`src/shared/rrc_pkg.sv`:
```
// shared constants, register map and crc step for the reassembly checker
package rrc_pkg;

    // ========================================================================
    // context geometry
    localparam int SLOT_W  = 3;                    // frag_slot_id 0..7
    localparam int TERM_W  = 2;                    // source terminals 0..3
    localparam int CTX_W   = SLOT_W + TERM_W;
    localparam int CTX_N   = 1 << CTX_W;
    localparam int SLOT_N  = 1 << SLOT_W;
    localparam int LEN_W   = 12;                   // total and fragment lengths

    // ========================================================================
    // check trailers
    localparam logic [31:0]      CRC_POLY      = 32'h04C11DB7;
    localparam logic [31:0]      CRC_INIT      = 32'hFFFFFFFF;
    localparam logic [LEN_W-1:0] SEQ_TRL_BYTES = 12'h001;
    localparam logic [LEN_W-1:0] CRC_TRL_BYTES = 12'h004;
    localparam logic [LEN_W-1:0] TOTLEN_BYTES  = 12'h002;
    localparam logic [7:0]       SEQ_RESET     = 8'h00;
    localparam logic [7:0]       SEQ_STEP      = 8'h01;
    localparam logic [1:0]       CRC_LAST_IDX  = 2'h3;

    // ========================================================================
    // discard causes, one bit each on the event vector
    localparam int CAUSE_N      = 5;
    localparam int CS_SEQ       = 0;
    localparam int CS_CRC       = 1;
    localparam int CS_LOST_ST   = 2;
    localparam int CS_LOST_END  = 3;
    localparam int CS_LEN       = 4;

    // ========================================================================
    // wishbone register map
    localparam logic [7:0] REG_CTRL     = 8'h00;   // bit0: sender crc mode
    localparam logic [7:0] REG_DLV_CNT  = 8'h04;   // packets delivered
    localparam logic [7:0] REG_DROP_CNT = 8'h08;   // discard events
    localparam logic [7:0] REG_EXP_SEQ  = 8'h0C;   // expected seq of context 0
    localparam int         CTRL_CRC_BIT = 0;

    // sender trailer state
    typedef enum logic {
        RRC_TX_PASS = 1'b0,
        RRC_TX_TRL  = 1'b1
    } rrc_tx_e;

    // one byte into the crc, low bit of the byte first
    function automatic logic [31:0] rrc_crc_byte(input logic [31:0] c, input logic [7:0] b);
        logic [31:0] r;
        r = c;
        for (int i = 0; i < 8; i++) begin
            r = {r[30:0], 1'b0} ^ ((r[31] ^ b[i]) ? CRC_POLY : 32'h00000000);
        end
        return r;
    endfunction

endpackage

```
`src/rrc_top.sv`:
```
// reassembly error checker with sender trailer insertion and wishbone registers
`timescale 1ns/1ps
`default_nettype none

module rrc_top
    import rrc_pkg::*;
(
    input  wire logic              clk_i,
    input  wire logic              srst_i,
    // wishbone classic slave
    input  wire logic              wb_cyc_i,
    input  wire logic              wb_stb_i,
    input  wire logic              wb_we_i,
    input  wire logic [7:0]        wb_adr_i,
    input  wire logic [3:0]        wb_sel_i,
    input  wire logic [31:0]       wb_dat_i,
    output logic      [31:0]       wb_dat_o,
    output logic                   wb_ack_o,
    // received fragment bytes
    input  wire logic              rx_valid_i,
    input  wire logic [7:0]        rx_data_i,
    input  wire logic              rx_first_i,
    input  wire logic              rx_last_i,
    input  wire logic              rx_start_i,
    input  wire logic              rx_end_i,
    input  wire logic              rx_crc_i,
    input  wire logic [SLOT_W-1:0] rx_slot_i,
    input  wire logic [TERM_W-1:0] rx_term_i,
    input  wire logic [LEN_W-1:0]  rx_len_i,
    // reassembled bytes and verdicts toward the decapsulator
    output logic                   out_valid_o,
    output logic      [7:0]        out_data_o,
    output logic      [CTX_W-1:0]  out_ctx_o,
    output logic                   dlv_o,
    output logic      [CTX_W-1:0]  dlv_ctx_o,
    output logic      [CAUSE_N-1:0] drop_o,
    output logic      [CTX_W-1:0]  drop_ctx_o,
    // sender side: higher-layer data of each fragment
    input  wire logic              tx_valid_i,
    input  wire logic [7:0]        tx_data_i,
    input  wire logic              tx_first_i,
    input  wire logic              tx_last_i,
    input  wire logic [SLOT_W-1:0] tx_slot_i,
    output logic                   tx_ready_o,
    output logic                   tx_valid_o,
    output logic      [7:0]        tx_data_o,
    output logic                   tx_last_o
);

    // ========================================================================
    // register bus
    logic        ack_q;
    logic [31:0] rdat_q;
    logic        ctrl_crc_q;
    logic [31:0] dlv_cnt_q;
    logic [31:0] drop_cnt_q;
    logic        bus_req;
    logic        dlv_d;
    logic [CAUSE_N-1:0] drop_d;

    logic [7:0]       exp_q   [CTX_N];
    logic             act_q   [CTX_N];
    logic             mode_q  [CTX_N];
    logic [LEN_W-1:0] blen_q  [CTX_N];
    logic [LEN_W-1:0] total_q [CTX_N];
    logic [31:0]      crc_q   [CTX_N];

    assign bus_req = wb_cyc_i & wb_stb_i & ~ack_q;

    // ack one cycle after the strobe, dropped the cycle after
    always_ff @(posedge clk_i) begin
        if (srst_i) begin
            ack_q  <= 1'b0;
            rdat_q <= 32'h00000000;
        end else begin
            ack_q <= bus_req;
            unique case (wb_adr_i)
                REG_CTRL:     rdat_q <= {31'h00000000, ctrl_crc_q};
                REG_DLV_CNT:  rdat_q <= dlv_cnt_q;
                REG_DROP_CNT: rdat_q <= drop_cnt_q;
                REG_EXP_SEQ:  rdat_q <= {24'h000000, exp_q[0]};
                default:      rdat_q <= 32'h00000000;
            endcase
        end
    end

    // control bit written through byte lane 0
    always_ff @(posedge clk_i) begin
        if (srst_i) begin
            ctrl_crc_q <= 1'b0;
        end else if (bus_req && wb_we_i && wb_adr_i == REG_CTRL && wb_sel_i[0]) begin
            ctrl_crc_q <= wb_dat_i[CTRL_CRC_BIT];
        end
    end

    // delivery and drop counters
    always_ff @(posedge clk_i) begin
        if (srst_i) begin
            dlv_cnt_q  <= 32'h00000000;
            drop_cnt_q <= 32'h00000000;
        end else begin
            dlv_cnt_q  <= dlv_cnt_q + {31'h00000000, dlv_d};
            drop_cnt_q <= drop_cnt_q + {31'h00000000, |drop_d};
        end
    end

    assign wb_ack_o = ack_q;
    assign wb_dat_o = rdat_q;

    // ========================================================================
    // receiver: per-fragment working state
    logic             f_start_q, f_end_q, f_orphan_q, f_mode_q;
    logic [CTX_W-1:0] f_ctx_q;
    logic [LEN_W-1:0] f_len_q, f_idx_q, f_blen_q, f_total_q;
    logic [31:0]      f_crc_q, f_trl_q;

    logic             first, last, lost_end;
    logic             s_start, s_end, s_orphan, s_mode;
    logic [CTX_W-1:0] s_ctx;
    logic [LEN_W-1:0] s_len, s_idx, s_blen, s_total, tlen;
    logic [31:0]      s_crc;
    logic [31:0]      s_trl;
    logic             is_tot, is_trl, is_dat;
    logic [LEN_W-1:0] n_blen, n_total;
    logic [31:0]      n_crc, n_trl;
    logic [7:0]       e_base, e_new;
    logic             a_new;

    assign first = rx_valid_i & rx_first_i;
    assign last  = rx_valid_i & rx_last_i;

    // pick context values on a first byte, working copy otherwise
    always_comb begin
        if (first) begin
            s_ctx    = {rx_term_i, rx_slot_i};
            s_start  = rx_start_i;
            s_end    = rx_end_i;
            s_len    = rx_len_i;
            s_idx    = '0;
            s_orphan = ~rx_start_i & ~act_q[{rx_term_i, rx_slot_i}];
            s_mode   = rx_start_i ? rx_crc_i : mode_q[{rx_term_i, rx_slot_i}];
            s_blen   = rx_start_i ? '0 : blen_q[{rx_term_i, rx_slot_i}];
            s_total  = total_q[{rx_term_i, rx_slot_i}];
            s_crc    = rx_start_i ? CRC_INIT : crc_q[{rx_term_i, rx_slot_i}];
            s_trl    = 32'h00000000;
        end else begin
            s_ctx    = f_ctx_q;
            s_start  = f_start_q;
            s_end    = f_end_q;
            s_len    = f_len_q;
            s_idx    = f_idx_q;
            s_orphan = f_orphan_q;
            s_mode   = f_mode_q;
            s_blen   = f_blen_q;
            s_total  = f_total_q;
            s_crc    = f_crc_q;
            s_trl    = f_trl_q;
        end
    end

    // classify the byte and advance length, total and crc
    always_comb begin
        tlen    = s_mode ? CRC_TRL_BYTES : SEQ_TRL_BYTES;
        is_tot  = s_start && (s_idx < TOTLEN_BYTES);
        is_trl  = s_end && !is_tot && (s_idx + tlen >= s_len);
        is_dat  = !is_tot && !is_trl;
        n_total = s_total;
        if (is_tot && s_idx == '0) begin
            n_total = {rx_data_i[3:0], s_total[7:0]};
        end else if (is_tot) begin
            n_total = {s_total[LEN_W-1:8], rx_data_i};
        end
        n_blen = s_blen + {{(LEN_W-1){1'b0}}, is_dat};
        n_crc  = is_dat ? rrc_crc_byte(s_crc, rx_data_i) : s_crc;
        n_trl  = is_trl ? {s_trl[23:0], rx_data_i} : s_trl;
    end

    // START on a slot still reassembling: the older packet lost its END
    assign lost_end = first && rx_start_i && act_q[s_ctx];
    assign e_base   = (lost_end && !mode_q[s_ctx]) ? exp_q[s_ctx] + SEQ_STEP : exp_q[s_ctx];

    // verdict on the last byte of a fragment, lost END drop on the first byte of a START
    always_comb begin
        e_new  = e_base;
        a_new  = act_q[s_ctx];
        dlv_d  = 1'b0;
        drop_d = '0;
        drop_d[CS_LOST_END] = lost_end;
        if (last) begin
            if (s_orphan) begin
                drop_d[CS_LOST_ST] = 1'b1;
                if (s_end && !s_mode) begin
                    e_new = n_trl[7:0] + SEQ_STEP;
                end
            end else if (n_blen > n_total) begin
                drop_d[CS_LEN] = 1'b1;
                a_new = 1'b0;
                if (s_end && !s_start && !s_mode) begin
                    e_new = n_trl[7:0] + SEQ_STEP;
                end
            end else if (s_end) begin
                a_new = 1'b0;
                if (n_blen != n_total) begin
                    drop_d[CS_LEN] = 1'b1;
                    if (!s_mode) begin
                        e_new = n_trl[7:0] + SEQ_STEP;
                    end
                end else if (!s_mode) begin
                    e_new = n_trl[7:0] + SEQ_STEP;
                    dlv_d = (n_trl[7:0] == e_base);
                    drop_d[CS_SEQ] = (n_trl[7:0] != e_base);
                end else begin
                    dlv_d = (~n_crc == n_trl);
                    drop_d[CS_CRC] = (~n_crc != n_trl);
                end
            end else begin
                a_new = 1'b1;
            end
        end
    end

    // working copy follows each accepted byte
    always_ff @(posedge clk_i) begin
        if (srst_i) begin
            f_ctx_q    <= '0;
            f_start_q  <= 1'b0;
            f_end_q    <= 1'b0;
            f_len_q    <= '0;
            f_idx_q    <= '0;
            f_orphan_q <= 1'b1;
            f_mode_q   <= 1'b0;
            f_blen_q   <= '0;
            f_total_q  <= '0;
            f_crc_q    <= CRC_INIT;
            f_trl_q    <= 32'h00000000;
        end else if (rx_valid_i) begin
            f_ctx_q    <= s_ctx;
            f_start_q  <= s_start;
            f_end_q    <= s_end;
            f_len_q    <= s_len;
            f_idx_q    <= s_idx + {{(LEN_W-1){1'b0}}, 1'b1};
            f_orphan_q <= s_orphan;
            f_mode_q   <= s_mode;
            f_blen_q   <= n_blen;
            f_total_q  <= n_total;
            f_crc_q    <= n_crc;
            f_trl_q    <= n_trl;
        end
    end

    // context table, written back when a fragment closes, exp_q also on a lost END
    always_ff @(posedge clk_i) begin
        if (srst_i) begin
            for (int i = 0; i < CTX_N; i++) begin
                exp_q[i]   <= SEQ_RESET;
                act_q[i]   <= 1'b0;
                mode_q[i]  <= 1'b0;
                blen_q[i]  <= '0;
                total_q[i] <= '0;
                crc_q[i]   <= CRC_INIT;
            end
        end else begin
            if (lost_end || last) begin
                exp_q[s_ctx] <= e_new;
            end
            if (last) begin
                act_q[s_ctx] <= a_new;
                if (!s_orphan) begin
                    mode_q[s_ctx]  <= s_mode;
                    blen_q[s_ctx]  <= n_blen;
                    total_q[s_ctx] <= n_total;
                    crc_q[s_ctx]   <= n_crc;
                end
            end
        end
    end

    // output stream and event pulses
    always_ff @(posedge clk_i) begin
        if (srst_i) begin
            out_valid_o <= 1'b0;
            out_data_o  <= 8'h00;
            out_ctx_o   <= '0;
            dlv_o       <= 1'b0;
            dlv_ctx_o   <= '0;
            drop_o      <= '0;
            drop_ctx_o  <= '0;
        end else begin
            out_valid_o <= rx_valid_i && !s_orphan && is_dat;
            out_data_o  <= rx_data_i;
            out_ctx_o   <= s_ctx;
            dlv_o       <= dlv_d;
            dlv_ctx_o   <= s_ctx;
            drop_o      <= drop_d;
            drop_ctx_o  <= s_ctx;
        end
    end

    // ========================================================================
    // sender: trailer insertion per slot
    rrc_tx_e     tx_st_q;
    logic [7:0]  tx_seq_q [SLOT_N];
    logic [31:0] tx_crc_q [SLOT_N];
    logic [31:0] tx_trl_q;
    logic [1:0]  tx_cnt_q;
    logic        tx_take;
    logic [31:0] tx_crc_n;

    assign tx_take  = tx_valid_i && tx_ready_o;
    assign tx_crc_n = rrc_crc_byte(tx_first_i ? CRC_INIT : tx_crc_q[tx_slot_i], tx_data_i);

    // per-slot counters and running crc
    always_ff @(posedge clk_i) begin
        if (srst_i) begin
            for (int i = 0; i < SLOT_N; i++) begin
                tx_seq_q[i] <= SEQ_RESET;
                tx_crc_q[i] <= CRC_INIT;
            end
        end else if (tx_take) begin
            tx_crc_q[tx_slot_i] <= tx_crc_n;
            if (tx_last_i && !ctrl_crc_q) begin
                tx_seq_q[tx_slot_i] <= tx_seq_q[tx_slot_i] + SEQ_STEP;
            end
        end
    end

    // pass data, then emit trailer bytes high byte first
    always_ff @(posedge clk_i) begin
        if (srst_i) begin
            tx_st_q    <= RRC_TX_PASS;
            tx_ready_o <= 1'b1;
            tx_valid_o <= 1'b0;
            tx_data_o  <= 8'h00;
            tx_last_o  <= 1'b0;
            tx_trl_q   <= 32'h00000000;
            tx_cnt_q   <= 2'h0;
        end else begin
            unique case (tx_st_q)
                RRC_TX_PASS: begin
                    tx_valid_o <= tx_take;
                    tx_data_o  <= tx_data_i;
                    tx_last_o  <= 1'b0;
                    if (tx_take && tx_last_i) begin
                        tx_st_q    <= RRC_TX_TRL;
                        tx_ready_o <= 1'b0;
                        if (ctrl_crc_q) begin
                            tx_trl_q <= ~tx_crc_n;
                            tx_cnt_q <= CRC_LAST_IDX;
                        end else begin
                            tx_trl_q <= {tx_seq_q[tx_slot_i], 24'h000000};
                            tx_cnt_q <= 2'h0;
                        end
                    end
                end
                RRC_TX_TRL: begin
                    tx_valid_o <= 1'b1;
                    tx_data_o  <= tx_trl_q[31:24];
                    tx_trl_q   <= {tx_trl_q[23:0], 8'h00};
                    tx_last_o  <= (tx_cnt_q == 2'h0);
                    tx_cnt_q   <= tx_cnt_q - 2'h1;
                    if (tx_cnt_q == 2'h0) begin
                        tx_st_q    <= RRC_TX_PASS;
                        tx_ready_o <= 1'b1;
                    end
                end
            endcase
        end
    end

endmodule // rrc_top

`default_nettype wire

```
`config.mk`:
```
export PLATFORM = sky130hd
export DESIGN_NAME = rrc_top
export DESIGN_NICKNAME = d
export VERILOG_FILES = /design/src/shared/rrc_pkg.sv /design/src/rrc_top.sv
export SDC_FILE = /design/constraint.sdc
export NUM_CORES = 2
export LEC_CHECK = 0
export ABC_AREA = 0
export BUFFER_PORTS_ARGS = -buffer_cell sky130_fd_sc_hd__buf_4
export CORE_MARGIN = 2
export CORE_UTILIZATION = 58
export CTS_CLUSTER_DIAMETER = 100
export DETAILED_ROUTE_END_ITERATION = 7
export PLACE_DENSITY = 0.73
export SLEW_MARGIN = 20
export SYNTH_ARGS = -nofsm -noshare
export SYNTH_HDL_FRONTEND = slang
export SYNTH_SLANG_ARGS = --single-unit
```
`constraint.sdc`:
```
create_clock -name clk_i -period 12.85 [get_ports clk_i]
set_clock_uncertainty 0.1 [all_clocks]
set_input_delay 0.6425 -clock clk_i [delete_from_list [all_inputs] [get_ports clk_i]]
set_output_delay 0.6425 -clock clk_i [all_outputs]
set_load 0.1 [all_outputs]
```
==> impl_metrics.sql <==
INSERT INTO impl_metrics (metric_group, metric, value, unit) VALUES
('outcome', 'outcome', 'completed', ''),
('sta', 'rsz0062_at_grt', 'false', ''),
('logic_synthesis', 'netlist.area_leader.share', '0.601', ''),
('logic_synthesis', 'synth.largest_area_cell', 'sky130_fd_sc_hd__edfxtp_1', ''),
('logic_synthesis', 'synth-edff-count', '2432', ''),
('setup_path', 'cp-end-kind', 'flop', ''),
('drt', 'via_per_inst', '6.69', ''),
('global_route', 'grt_start_max_net_pins', '110', ''),
('logic_synthesis', 'synth_area_per_cell', '13.3', 'sq um'),
('drt', 'antenna_violating_nets_post_route', '0', ''),
('clock_tree', 'cts_max_path_buffers', '4', ''),
('setup_path', 'worst-endpoint-required', '13390', 'ps'),
('drt', 'dr.pass1.iters', '6', ''),
('sta', 'setup_viol_count_final', '0', ''),
('cells_and_area', 'fin_nets', '9220', ''),
('setup_path', 'crit_top_cell', 'sky130_fd_sc_hd__ha_1', ''),
('global_route', 'grt-ovfl-total', '0', ''),
('setup_path', 'cp.arrival', '12090', 'ps'),
('place', 'number_of_input_and_output_port_buffers_inserted', '133', ''),
('worst_hold_path', 'min_path_type', 'input pin to flop', ''),
('clock_tree', 'clock_sinks', '2717', ''),
('die', 'dieArea', '0.213', 'sq mm'),
('place', 'final_gp_congestion', '0.971', ''),
('die', 'fp-row-count', '168', ''),
('logic_synthesis', 'netlist_area', '0.122', 'sq mm'),
('drt', 'drt_iter0_markers', '13487', ''),
('clock_tree', 'cts_max_level', '5', ''),
('global_route', 'global_route.usage.total', '0.352', ''),
('cells_and_area', 'final_area', '0.135', 'sq mm'),
('flow_run', 'drv.max_cap_violation_count', '0', ''),
('sta', 'achievable-frequency', '86.5', 'MHz'),
('sta', 'timing.setup.tns', '0', 'ps'),
('drt', 'avgRoutedWirePerCell', '31.1', 'um'),
('logic_synthesis', 'postSynthNetCount', '9296', ''),
('setup_path', 'worst_setup_path_startpoint', 'mode_q[7]', ''),
('logic_synthesis', 'yosysMostFrequentCell', 'sky130_fd_sc_hd__edfxtp_1', ''),
('global_route', 'antenna_violations_before_repair', '16', ''),
('cells_and_area', 'ff_latch_area', '0.0787', 'sq mm'),
('setup_path', 'critPathMaxStageDelay', '980', 'ps'),
('die', 'die_x', '462', 'um'),
('logic_synthesis', 'synthesis.yosys.warnings', '0', ''),
('cells_and_area', 'layout.filler_cells', '14988', ''),
('setup_path', 'worstSetupStartpointType', 'flop', ''),
('logic_synthesis', 'synth.area.top_cells', 'sky130_fd_sc_hd__edfxtp_1, sky130_fd_sc_hd__mux4_2, sky130_fd_sc_hd__nor2_1', ''),
('sta', 'fin_worst_hold_slack', '59.4', 'ps'),
('sta', 'finalHoldViolations', '0', ''),
('logic_synthesis', 'synth_common_cells', 'sky130_fd_sc_hd__edfxtp_1, sky130_fd_sc_hd__nor2_1, sky130_fd_sc_hd__nand2_1, sky130_fd_sc_hd__clkbuf_1, sky130_fd_sc_hd__mux4_2', ''),
('sta', 'timing_max_transition_violations_final', '0', ''),
('drt', 'via_count', '80960', ''),
('clock_tree', 'cts.clk_slew.worst_paths', '60', 'ps'),
('sta', 'timing_worst_slew_pin_value', '1250', 'ps'),
('clock_tree', 'tritoncts', 'done', ''),
('clock_tree', 'post_cts_resize_count', '0', ''),
('setup_path', 'critPathKind', 'flop to flop', ''),
('die', 'start_util', '0.582', ''),
('drt', 'drc', '0', ''),
('logic_synthesis', 'synth_async_sr_flop_share', '0', ''),
('setup_path', 'worst-path-max-fanout', '37', ''),
('die', 'die_h', '462', 'um'),
('sta', 'post-route-min-period', '11550', 'ps'),
('power', 'cellPowerDensity', '153', 'mW/mm^2'),
('setup_path', 'cp_slowest_cell', 'sky130_fd_sc_hd__nor3_1', ''),
('power', 'total_leakage_power', '0.0416', 'uW'),
('logic_synthesis', 'sequential_cell_area_fraction_in_the_yosys_report', '0.647', ''),
('setup_path', 'timing.rr.start', 'mode_q[7]', ''),
('clock_tree', 'cts.root.buffer_cell', 'sky130_fd_sc_hd__clkbuf_16', ''),
('worst_hold_path', 'hold_start', 'srst_i', ''),
('logic_synthesis', 'post_synth_num_cell_types', '103', ''),
('die', 'top_level_ports', '168', ''),
('place', 'place_ws', '784', 'ps'),
('power', 'largest_vdd_supply_drop', '0.170', 'mV');
==> logic make-up after synthesis <==
kind of cell / Yosys count / synth area share
adder cells (fa/ha/maj): 39 / 0.00401
multiplexers: 867 / 0.126
buffers and inverters: 835 / 0.0308
AND/OR/NAND/NOR: 3620 / 0.122
AO/OA/AOI/OAI: 827 / 0.0483
flip-flops: 2717 / 0.647
XOR/XNOR: 258 / 0.0209
==> repair_timing <==
action / 4_1_cts / 5_1_grt
hold buffers: 22 / 0
hold endpoints to repair: 27 / 0
buffers inserted: 0 / 0
==> registers in the layout (all words and copies together) (netlist names), 32 cells and up <==
| signal | count |
|---|---|
| crc_q | 1024 |
| blen_q | 384 |
| total_q | 384 |
| exp_q | 256 |
| tx_crc_q | 256 |
| tx_seq_q | 64 |
| act_q | 32 |
| dlv_cnt_q | 32 |
| drop_cnt_q | 32 |
| f_crc_q | 32 |
| f_trl_q | 32 |
| mode_q | 32 |
| tx_trl_q | 32 |
| wb_dat_o | 32 |
==> final timing paths <==
| kind | endpoint | slack [ps] | depth (start not counted) |
|---|---|---|---|
| setup reg to reg | exp_q[10][2] | 1300 | 34 |
| hold reg to reg | f_len_q[0] | 370 | 2 |
| hold / removal | drop_cnt_q[17] | 60 | 2 |
| setup / recovery | exp_q[10][2] | 1300 | 34 |
==> through the flow <==
step            util  instances  total power (uW)
2_1_floorplan      -       9163             11800
3_5_place_dp   0.601      11571             12800
4_1_cts        0.644      12092             20500
3_3_place_gp   0.601      11571             12700
5_1_grt        0.645      12102             21100
6_report       0.645      12105             20600
==> critical path, delay by kind of cell (launching register included) <==
kind	cells	cell delay, ps
AOI/OAI and AO/OA	9	3030
xor gates and xnor gates	1	150
adders and majority gates	4	1080
buffers and inverters	5	1410
DFF	1	380
muxes	4	1530
and+or+nand+nor	11	3520
==> report_power, final <==
part	switching [uW]	total [uW]	leakage [uW]	internal [uW]
clock	3390	7890	0.00432	4500
sequential	68.9	9860	0.0232	9790
combinational	2090	2870	0.0141	777
==> layout make-up <==
| type | count | share of cell area |
|---|---|---|
| Multi-Input combinational cell | 5611 | 0.298 |
| Antenna cell | 6 | 0.000111 |
| Timing Repair Buffer | 422 | 0.0256 |
| Sequential cell | 2717 | 0.584 |
| Clock inverter | 131 | 0.00679 |
| Clock buffer | 368 | 0.0581 |
| Tap cell | 2805 | 0.0260 |
| Inverter | 45 | 0.00132 |
==> cells in the final DEF, fill, tap and decap left out, types with 75 or more instances in the layout <==
cell type | netlist | routed
sky130_fd_sc_hd__a21oi_1 | 199 | 175
sky130_fd_sc_hd__buf_4 | 42 | 382
sky130_fd_sc_hd__nand2b_1 | 113 | 81
sky130_fd_sc_hd__xnor2_1 | 136 | 132
sky130_fd_sc_hd__nand3_1 | 111 | 111
sky130_fd_sc_hd__edfxtp_1 | 2432 | 2432
sky130_fd_sc_hd__xor2_1 | 100 | 95
sky130_fd_sc_hd__nor2_1 | 1539 | 1499
sky130_fd_sc_hd__mux2i_1 | 294 | 284
sky130_fd_sc_hd__dfxtp_1 | 285 | 285
sky130_fd_sc_hd__clkbuf_16 | 0 | 298
sky130_fd_sc_hd__a22oi_1 | 227 | 227
sky130_fd_sc_hd__mux4_2 | 529 | 529
sky130_fd_sc_hd__nand2_1 | 1534 | 1533
sky130_fd_sc_hd__o21ai_0 | 78 | 75
==> per-layer routing <==
layer	GRT usage	vias to the layer above	part of all wire
met5	0	-	0.00045
met4	0.168	18	0.055
met3	0.0894	1199	0.14
met2	0.550	6302	0.46
met1	0.466	40207	0.34
li1	-	33234	-
(Power assumes the default switching activity.)
